==> config.mk <==
export PLATFORM = sky130hd
export DESIGN_NAME = wcp_top
export DESIGN_NICKNAME = d
export VERILOG_FILES = /design/src/wcp_top.v /design/src/wcp_comparator.v
export VERILOG_INCLUDE_DIRS = /design/src /design/src/src
export SDC_FILE = /design/constraint.sdc
export NUM_CORES = 1
export LEC_CHECK = 0
export BUFFER_PORTS_ARGS = -buffer_cell sky130_fd_sc_hd__buf_2
export CORE_MARGIN = 10
export CORE_UTILIZATION = 50
export CTS_BUF_LIST = sky130_fd_sc_hd__clkbuf_4
export DETAILED_ROUTE_END_ITERATION = 6
export HOLD_SLACK_MARGIN = 0.02
export MAX_ROUTING_LAYER = met4
export PLACE_DENSITY_LB_ADDON = 0.08
export SYNTH_ARGS = -nofsm -noshare
export SYNTH_HDL_FRONTEND = slang
export SYNTH_SLANG_ARGS = --single-unit
==> constraint.sdc <==
create_clock -name i_clk -period 3.9 [get_ports i_clk]
set_input_delay 0.195 -clock i_clk [delete_from_list [all_inputs] [get_ports i_clk]]
set_output_delay 0.195 -clock i_clk [all_outputs]
set_load 0.005 [all_outputs]
==> src/wcp_regs.vh <==
// Constants for the watchpoint chain and trace port block.
// Assumes inclusion by bare name from design files; definitions only.
`ifndef WCP_REGS_VH
`define WCP_REGS_VH

// Register offsets (word index on the plain register port)
`define WCP_A_W1_ADDR_VAL   4'h0
`define WCP_A_W1_ADDR_MASK  4'h1
`define WCP_A_W1_DATA_VAL   4'h2
`define WCP_A_W1_DATA_MASK  4'h3
`define WCP_A_W1_CTRL       4'h4
`define WCP_A_W0_ADDR_VAL   4'h5
`define WCP_A_W0_ADDR_MASK  4'h6
`define WCP_A_W0_DATA_VAL   4'h7
`define WCP_A_W0_DATA_MASK  4'h8
`define WCP_A_W0_CTRL       4'h9
`define WCP_A_STATUS        4'ha
`define WCP_A_SCAN_CHAIN    4'hb

// Control register: [4:0] addr ctrl value, [7:5] data ctrl value,
// [12:8] addr ctrl mask, [15:13] data ctrl mask, [16] enable,
// [17] chain required, [18] range value, [19] range mask (1 = ignore)
`define WCP_C_AV_LO   0
`define WCP_C_AV_HI   4
`define WCP_C_DV_LO   5
`define WCP_C_DV_HI   7
`define WCP_C_AM_LO   8
`define WCP_C_AM_HI   12
`define WCP_C_DM_LO   13
`define WCP_C_DM_HI   15
`define WCP_C_EN      16
`define WCP_C_CHAIN   17
`define WCP_C_RNGV    18
`define WCP_C_RNGM    19
`define WCP_C_W       20
`define WCP_CTRL_RST  20'h80000

// Scan chain number of the trace unit programming path
`define WCP_TRACE_CHAIN 4'h6

`endif

==> src/wcp_top.v <==
// Watchpoint coupling and trace port gating block.
// Assumes one clock shared as system and JTAG clock, inputs synchronous.
// Function
// - Unit 1 address hit enables chain latch
// - Chain latch captures unit 1 data hit
// - Chain latch drives unit 0 chain input
// - Unit 0 fires on address match when chained
// - Range output is address AND data hit
// - Disabled unit 1 raises range, no breakpoint
// - Unit 0 range-at-zero fires only when range low
// - Sample external debug conditions on clock edge
// - Trace outputs frozen while port enable low
// - One clock for system and JTAG, gated
// - TAP controllers connected in parallel
// - Trace unit programmed via scan chain six
// - Unit 0 triggers only after unit 1 matched when its chain bit is set
//
// Added by the designer: the strobed register port and the placing of the registers.
`timescale 1ns/1ps
`default_nettype none
`include "wcp_regs.vh"
module wcp_top #(
  parameter AW = 32,                          // Address width
  parameter DW = 32                           // Data width
) (
  input  wire          i_clk,                 // System and JTAG clock
  input  wire          i_rstn,                // Synchronous reset, active low
  input  wire [3:0]    i_reg_addr,            // Register index
  input  wire [31:0]   i_reg_wdata,           // Register write data
  input  wire          i_reg_wr,              // Write strobe
  input  wire          i_reg_rd,              // Read strobe
  output reg  [31:0]   o_reg_rdata,           // Read data, cycle after strobe
  input  wire [AW-1:0] i_addr,                // Processor address bus
  input  wire [DW-1:0] i_data,                // Processor data bus
  input  wire [4:0]    i_addr_ctl,            // Address-side control bits
  input  wire [1:0]    i_data_ctl,            // Core data-side control bits
  input  wire [1:0]    i_external_debug_condition, // External conditions
  input  wire          i_trace_port_enable,   // Trace port gate
  input  wire          i_jtag_clock_enable,   // Qualifies JTAG activity
  input  wire          i_debug_request,       // Debug request incl. trace unit
  input  wire [AW-1:0] i_trace_addr,          // Trace address source
  input  wire [DW-1:0] i_trace_data,          // Trace data source
  input  wire          i_trace_high_vec,      // High vector state source
  output reg           o_chain_latch_out,     // Chain latch of unit 1
  output reg  [1:0]    o_range_match_out,     // Range outputs of both units
  output reg           o_breakpoint,          // Breakpoint from unit 0 or 1
  output reg           o_debug_request,       // Registered debug request
  output reg  [AW-1:0] o_trace_addr,          // Gated trace address
  output reg  [DW-1:0] o_trace_data,          // Gated trace data
  output reg           o_high_vector_trace_out // Gated high vector state
);
  reg  [AW-1:0] w_av   [0:1];
  reg  [AW-1:0] w_am   [0:1];
  reg  [DW-1:0] w_dv   [0:1];
  reg  [DW-1:0] w_dm   [0:1];
  reg  [`WCP_C_W-1:0] w_ctl [0:1];
  reg  [1:0]    ext_cond;
  reg  [3:0]    scan_chain;
  wire [1:0]    addr_hit;
  wire [1:0]    data_hit;
  wire [2:0]    dctl;
  wire          chain_ok;
  wire          range_ok;
  wire          next_bkpt;

  // Control bit 7 of the data side carries external condition 1
  assign dctl = {ext_cond[1], i_data_ctl};

  genvar g;
  generate
    for (g = 0; g < 2; g = g + 1) begin : g_unit
      // Unit 1 owns indices 0-4, unit 0 indices 5-9
      localparam [3:0] UBASE = (g == 1) ? 4'h0 : 4'h5;
      wcp_comparator #(.AW(AW), .DW(DW)) u_cmp (
        .i_addr     (i_addr),
        .i_actl     ({i_addr_ctl[4:1], ext_cond[0]}),
        .i_data     (i_data),
        .i_dctl     (dctl),
        .i_av       (w_av[g]),
        .i_am       (w_am[g]),
        .i_acv      (w_ctl[g][`WCP_C_AV_HI:`WCP_C_AV_LO]),
        .i_acm      (w_ctl[g][`WCP_C_AM_HI:`WCP_C_AM_LO]),
        .i_dv       (w_dv[g]),
        .i_dm       (w_dm[g]),
        .i_dcv      (w_ctl[g][`WCP_C_DV_HI:`WCP_C_DV_LO]),
        .i_dcm      (w_ctl[g][`WCP_C_DM_HI:`WCP_C_DM_LO]),
        .o_addr_hit (addr_hit[g]),
        .o_data_hit (data_hit[g])
      );
      always @(posedge i_clk) begin
        if (!i_rstn) begin
          w_av[g]  <= {AW{1'b0}};
          w_am[g]  <= {AW{1'b1}};
          w_dv[g]  <= {DW{1'b0}};
          w_dm[g]  <= {DW{1'b1}};
          w_ctl[g] <= `WCP_CTRL_RST;
        end else if (i_reg_wr) begin
          if (i_reg_addr == `WCP_A_W1_ADDR_VAL + UBASE)
            w_av[g] <= i_reg_wdata[AW-1:0];
          if (i_reg_addr == `WCP_A_W1_ADDR_MASK + UBASE)
            w_am[g] <= i_reg_wdata[AW-1:0];
          if (i_reg_addr == `WCP_A_W1_DATA_VAL + UBASE)
            w_dv[g] <= i_reg_wdata[DW-1:0];
          if (i_reg_addr == `WCP_A_W1_DATA_MASK + UBASE)
            w_dm[g] <= i_reg_wdata[DW-1:0];
          if (i_reg_addr == `WCP_A_W1_CTRL + UBASE)
            w_ctl[g] <= i_reg_wdata[`WCP_C_W-1:0];
        end
      end
    end
  endgenerate

  // Unit 0 qualifiers: chain requirement and range value/mask
  assign chain_ok = !w_ctl[0][`WCP_C_CHAIN] || o_chain_latch_out;
  // Range input taken straight from unit 1 compare, same cycle as unit 0
  assign range_ok = w_ctl[0][`WCP_C_RNGM] ||
                    ((addr_hit[1] & data_hit[1]) == w_ctl[0][`WCP_C_RNGV]);
  // Unit 1 with enable cleared only feeds range and chain, never fires
  assign next_bkpt = (w_ctl[0][`WCP_C_EN] && addr_hit[0] && data_hit[0] &&
                      chain_ok && range_ok) ||
                     (w_ctl[1][`WCP_C_EN] && addr_hit[1] && data_hit[1]);

  always @(posedge i_clk) begin
    if (!i_rstn) begin
      ext_cond          <= 2'h0;
      o_chain_latch_out <= 1'b0;
      o_range_match_out <= 2'h0;
      o_breakpoint      <= 1'b0;
      o_debug_request   <= 1'b0;
      scan_chain        <= 4'h0;
    end else begin
      ext_cond <= i_external_debug_condition;
      if (addr_hit[1])
        o_chain_latch_out <= data_hit[1];
      // Range flop kept as registered output only; unit 0 takes the unregistered compare
      o_range_match_out[1] <= addr_hit[1] & data_hit[1];
      o_range_match_out[0] <= addr_hit[0] & data_hit[0];
      o_breakpoint    <= next_bkpt;
      o_debug_request <= i_debug_request;
      // Scan chain select only moves on qualified JTAG cycles
      if (i_jtag_clock_enable && i_reg_wr && i_reg_addr == `WCP_A_SCAN_CHAIN)
        scan_chain <= i_reg_wdata[3:0];
    end
  end

  // Trace port frozen while enable is low
  always @(posedge i_clk) begin
    if (!i_rstn) begin
      o_trace_addr            <= {AW{1'b0}};
      o_trace_data            <= {DW{1'b0}};
      o_high_vector_trace_out <= 1'b0;
    end else if (i_trace_port_enable) begin
      o_trace_addr            <= i_trace_addr;
      o_trace_data            <= i_trace_data;
      o_high_vector_trace_out <= i_trace_high_vec;
    end
  end

  always @(posedge i_clk) begin
    if (!i_rstn) begin
      o_reg_rdata <= 32'h0;
    end else if (i_reg_rd) begin
      case (i_reg_addr)
        `WCP_A_W1_ADDR_VAL:  o_reg_rdata <= w_av[1];
        `WCP_A_W1_ADDR_MASK: o_reg_rdata <= w_am[1];
        `WCP_A_W1_DATA_VAL:  o_reg_rdata <= w_dv[1];
        `WCP_A_W1_DATA_MASK: o_reg_rdata <= w_dm[1];
        `WCP_A_W1_CTRL:      o_reg_rdata <= {12'h0, w_ctl[1]};
        `WCP_A_W0_ADDR_VAL:  o_reg_rdata <= w_av[0];
        `WCP_A_W0_ADDR_MASK: o_reg_rdata <= w_am[0];
        `WCP_A_W0_DATA_VAL:  o_reg_rdata <= w_dv[0];
        `WCP_A_W0_DATA_MASK: o_reg_rdata <= w_dm[0];
        `WCP_A_W0_CTRL:      o_reg_rdata <= {12'h0, w_ctl[0]};
        `WCP_A_STATUS:       o_reg_rdata <= {26'h0, ext_cond, o_range_match_out,
                                             o_breakpoint, o_chain_latch_out};
        // Trace unit reached through this chain number
        `WCP_A_SCAN_CHAIN:   o_reg_rdata <= {27'h0, scan_chain == `WCP_TRACE_CHAIN,
                                             scan_chain};
        default:             o_reg_rdata <= 32'h0;
      endcase
    end else begin
      o_reg_rdata <= 32'h0;
    end
  end
endmodule
`default_nettype wire

==> src/wcp_comparator.v <==
// One watchpoint comparator: masked address and data match.
// Assumes bus and control values are synchronous to the block clock.
`timescale 1ns/1ps
`default_nettype none
module wcp_comparator #(
  parameter AW = 32,                          // Address width
  parameter DW = 32                           // Data width
) (
  input  wire [AW-1:0] i_addr,                // Current address
  input  wire [4:0]    i_actl,                // Address-side control bits
  input  wire [DW-1:0] i_data,                // Current data
  input  wire [2:0]    i_dctl,                // Data-side control bits
  input  wire [AW-1:0] i_av,                  // Address value
  input  wire [AW-1:0] i_am,                  // Address mask
  input  wire [4:0]    i_acv,                 // Address control value
  input  wire [4:0]    i_acm,                 // Address control mask
  input  wire [DW-1:0] i_dv,                  // Data value
  input  wire [DW-1:0] i_dm,                  // Data mask
  input  wire [2:0]    i_dcv,                 // Data control value
  input  wire [2:0]    i_dcm,                 // Data control mask
  output wire          o_addr_hit,            // Masked address compare
  output wire          o_data_hit             // Masked data compare
);
  // Every bit equal or masked
  assign o_addr_hit = &((~({i_av, i_acv} ^ {i_addr, i_actl})) | {i_am, i_acm});
  assign o_data_hit = &((~({i_dv, i_dcv} ^ {i_data, i_dctl})) | {i_dm, i_dcm});
endmodule
`default_nettype wire

Yosys cells after proc, flatten, opt, wreduce, memory -nomap -nowiden
Memory sizes are Yosys's and may differ from the RTL's.
Index checks and enable logic that the tools add are counted.
Word-level totals
  output and inout port bits: 102
  logic and storage cells: 122
  memories kept: 5
  bits in registers: 108
  input bits: 181
  RAM bits: 296
Memories
  w_am: words 2, bits a word 32, rd ports 2, clocked after Yosys merged registers in 0, wr ports 2, line wcp_top.v:53  | reg [AW-1:0] w_am [0:1];
  w_av: words 2, bits a word 32, rd ports 2, clocked after Yosys merged registers in 0, wr ports 2, line wcp_top.v:52  | reg [AW-1:0] w_av [0:1];
  w_dm: words 2, bits a word 32, rd ports 2, clocked after Yosys merged registers in 0, wr ports 2, line wcp_top.v:55  | reg [DW-1:0] w_dm [0:1];
  w_dv: words 2, bits a word 32, rd ports 2, clocked after Yosys merged registers in 0, wr ports 2, line wcp_top.v:54  | reg [DW-1:0] w_dv [0:1];
  w_ctl: words 2, bits a word 20, rd ports 2, clocked after Yosys merged registers in 0, wr ports 2, line wcp_top.v:56  | reg [`WCP_C_W-1:0] w_ctl [0:1];
Cells by class
  equality and inequality tests: 13
  reductions and logical operators: 18
  muxes and demuxes: 52
  bitwise operators: 24
Operator list (number)
  case mux 32 bit (12 select lines): 1
  2-to-1 mux 32 bit: 8
  NOT 37 bit: 2
  bitwise OR 37 bit: 2
  AND reduction 37 bit: 2
  XOR 37 bit: 2
  NOT 35 bit: 2
  bitwise OR 35 bit: 2
  AND reduction 35 bit: 2
  XOR 35 bit: 2
  2-to-1 mux 1 bit: 41
  2-to-1 mux 20 bit: 2
  equality test 4 x 3 -> 1 bit (second input constant): 5
  equality test 4 bit (second input constant): 4
  bitwise OR 1 bit: 10
  equality test 4 x 2 -> 1 bit (second input constant): 2
  logical AND 1 bit: 8
  equality test 4 x 1 -> 1 bit (second input constant): 1
  zero test 4 bit: 1
  logical OR 1 bit: 3
  bitwise AND 1 bit: 2
  AND reduction 2 bit: 1
  equality test 1 bit: 1
  zero test 1 bit: 1

Logic depth before layout (Yosys ltp)
  word-level depth: 9
  gate-level depth with buffers: 7
  gate-level depth less buffers: 7

Hierarchy
A second synthesis with hierarchy kept.
Second synthesis, totals
  cell total of the unflattened synthesis: 1460
  area, all modules: 18522.8 µm²
By module, submodules not included
  wcp_top: cells each 1218, sequential area each 11050.6 µm², area an instance 16648.5 µm², times used 1
  wcp_comparator: cells each 121, sequential area each 0.0 µm², area an instance 937.1 µm², times used 2

Worst setup path after synthesis
No wires, ideal clock.
  kind: input to register
  start point: input port i_reg_addr[2]
  end point: memory w_dm[0][0], enable pin
  path buffers: 2
  path slack: 1344 ps
  arrival: 2167 ps
  library setup time: 389 ps
  cell stages on the path: 6
  data required time: 3511 ps
  cells stage by stage: nand2b_1 -> nor3_1 -> clkbuf_1 -> clkbuf_1 -> nand2_1 -> nand2_1
RTL lines
  from (decl): line wcp_top.v:28  | input wire [3:0] i_reg_addr,
  to (decl): line wcp_top.v:55

==> metrics.txt <==
outcome finished, violations left; failing checks design-rule violations; CP max FO 2; IO buf count approximately 280; Leak 8.51 nW; predominant post-synthesis flop cell edfxtp_1; busiest grt layer met2; Post-DP HPWL 46.6 mm; drt via density just over 6; initial drt markers 2064; Compound-Gate Fraction of Synth Area roughly 11%; worst path cell trace xnor2_1, o22ai_1, nor4_1, dlygate4sd3_1, nand4_1, or2_2, o31a_1, o32ai_1; Crit-path slowest cell dlygate4sd3_1; Yosys top cell by area edfxtp_1; largest net degree at the start of global routing 66; Post-synth EDFFs 296; final worst-path cycle share 75.8%; number of global-route vias before repair 15122; Pre-antenna DRT Iters 7; met2 GRT Util 47.9%; critical path type flop to flop; Clk pin slew, worst setup/hold paths 0.06 ns; maxcap violations 0; part of the Yosys area used for sequential elements 61.9%; Hold Slack 0.0876 ns; # Post-CTS Setup Buffers 0; share of cells above drive strength 1 26.3%; endpoints failing setup 0; placed cell area ~20000 sq um; cell row count 69; multiplexer share of the synthesized area 3.87%; Worst Setup End Kind flop; crit path DAT around 3.7 ns; RSZ-0062 raised after global routing no; buffer depth of the longest clock path 3; CP peak stage delay about 0.6 ns; synthesized cell area 17900 sq um; Hold Crit Class primary input to flop; Congestion Overflow GR 0; Die X between 200 and 250 um; nets ~2000; Clock Tree Root clkbuf_4; Hold Vio Cnt, Final 0; initial antenna violation count 3; CTS Buf Count 105; Post-DRT Antenna Nets 0; fillers 2842; vias roughly 15000; Fmax 338 MHz; simple-gate area share of the yosys netlist ~14%; Starting Density 50.5%; Async SR Flop Fraction 0%; area delta synth->final 25.9%; Slew Viols, Final 0; Final WS setup about 0.94 ns; Req. time, crit path between 4 and 5 ns; Clock H-tree levels 3; library cells used by synthesis 34; Seq cells post-synth 404; Startpoint Class flop; syn nets between 1500 and 2000; DRC 9; Detailed Route WL 70.4 mm; GR Util met1 39.5%; largest family of logic cells by synthesized area simple AND/OR/NAND/NOR gates; pre-CTS setup slack between 1 and 1.5 ns; Post-Synth XOR/XNOR Area 7.06%; syn avg cell area roughly 13 sq um; Yosys warnings 0; final clock skew 0.0475 ns; Post-Synthesis Cells 1415; worst-skew pair later-pin latency approximately 0.84 ns; gpl congestion 0.978; largest cells by area after synthesis edfxtp_1, dfxtp_1, xnor2_1; met3 Usage GRT just under 9%; Worst Max-Slew Pin Slew 1.18 ns; DR WL/cell 29.1 um; fin area 22500 sq um; setup_tns 0 ns; Overall Global Routing Usage 32.1%; worst IR drop on VDD 0.326 mV; Chip Height 209 um; post-synthesis adder-cell area fraction 0%; fin crit period 2.96 ns; Sink Count 404; first-pass GRT wire length 100 mm; top-area cell type share of the netlist area about half; cell area power density approximately 450 nW/um^2; I/O Pins 283; Core Footprint 35400 sq um; Slew HR approximately a fifth; Die Area between 40000 and 50000 sq um; CTS tree yes
-- layer usage --
| layer | vias to the layer above | routed length, um | part of all wire (%) |
|---|---|---|---|
| met2 | 1057 | 31700 | 45 |
| met5 | - | 0 | 0 |
| met4 | 0 | 3420 | 4.9 |
| met1 | 7134 | 26500 | 38 |
| met3 | 212 | 8790 | 12 |
| li1 | 6237 | - | - |
-- kinds of logic (layout without fill, tap and decap cells) --
family / Yosys count / after routing
xor gates and xnor gates: 144 / 144
DFF: 404 / 404
and+or+nand+nor: 451 / 451
AOI/OAI and AO/OA: 262 / 262
other: 0 / 4
buffers and inverters: 85 / 627
muxes: 69 / 69
-- synthesized netlist by cell type, types with 3 or more instances --
cell type    n
a221oi_1    43
a22o_1      43
a22oi_1     64
a31oi_1     20
a41oi_1     12
and2_1     169
and3_1      12
buf_1        6
buf_2        3
clkbuf_1    73
dfxtp_1    108
edfxtp_1   296
mux2i_1     69
nand2_1     23
nand2b_1   134
nand4_1      5
nor2_1      81
nor3_1       6
nor4_1      16
o21ai_0      4
o22ai_1     68
xnor2_1    144
-- worst max-delay path: cells and delay by family, from the launching register on --
family | cells | cell delay [ns]
buffers and inverters | 1 | 0.59
and+or+nand+nor | 3 | 0.87
AOI/OAI and AO/OA | 3 | 0.56
xor gates and xnor gates | 1 | 0.44
DFF | 1 | 0.40
-- per-stage QoR --
stage | std cells | util (%) | total power, mW
after floorplan | 1415 | - | 5.53
after global placement | 2111 | 56.4 | 6.09
after detailed placement | 2111 | 56.4 | 6.10
after CTS | 2418 | 63.5 | 10.1
after global routing | 2421 | 63.5 | 10.4
final | 2422 | 63.5 | 10.1
-- state kept, by name, summed over array words and instances, names as in the netlist --
register and cells:
w_av 64, o_breakpoint 1, o_debug_request 1, w_ctl 40
ext_cond 2, o_trace_data 32, w_dv 64, o_range_match_out 2
w_dm 64, o_reg_rdata 32, scan_chain 4, w_am 64
o_high_vector_trace_out 1, o_chain_latch_out 1, o_trace_addr 32
-- area by class of cell --
type,instances,area (sq um),share of cell area [%]
Multi-Input combinational cell,926,6560,29.1
Clock buffer,172,1290,5.74
Inverter,3,11.3,0.0501
Timing Repair Buffer,425,2840,12.6
Antenna cell,4,10.0,0.0445
Sequential cell,404,11100,49.1
Clock inverter,27,159,0.707
Tap cell,461,577,2.56
-- cell usage in the layout (no fill, tap or decap), types with 2 or more instances in the layout --
master,instances
edfxtp_1,296
o21ai_0,4
dlygate4sd3_1,108
a41oi_1,12
nand2_2,7
buf_2,280
buf_4,31
o22ai_1,68
diode_2,4
mux2i_1,69
clkinv_1,21
xnor2_1,144
bufinv_16,2
inv_1,2
a31oi_1,20
clkbuf_4,172
nand4_1,5
nor2_2,2
nand2b_1,134
a221oi_1,43
nor4_1,15
nand2_1,16
nor2_1,77
nor3_2,5
inv_2,3
buf_12,6
a22o_1,43
a21oi_1,2
dfxtp_1,108
a22oi_1,64
or4_1,2
a222oi_1,2
and3_1,12
and2_1,169
nor2_4,2
-- power by group --
group / switching, mW / total, mW / internal, mW
clock network: 1.83 / 3.94 / 2.12
logic: 0.645 / 1.10 / 0.459
registers: 0.184 / 5.04 / 4.86
-- final timing paths --
path | endpoint | depth (start not counted) | slack, ns | from
worst min-delay path | o_range_match_out[0] | 5 | 0.09 | i_addr[15]
worst max register to register | o_breakpoint | 8 | 0.94 | w_dv[0][9]
worst max-delay path | o_breakpoint | 8 | 0.94 | w_dv[0][9]
worst min register to register | o_trace_addr[3] | 2 | 0.49 | o_trace_addr[3]
-- repair_timing --
item,4_1_cts,5_1_grt
gates resized for setup,0,0
hold buffers,108,0
hold endpoints to repair,370,0
No activity file was read; power rests on OpenSTA's default activity.
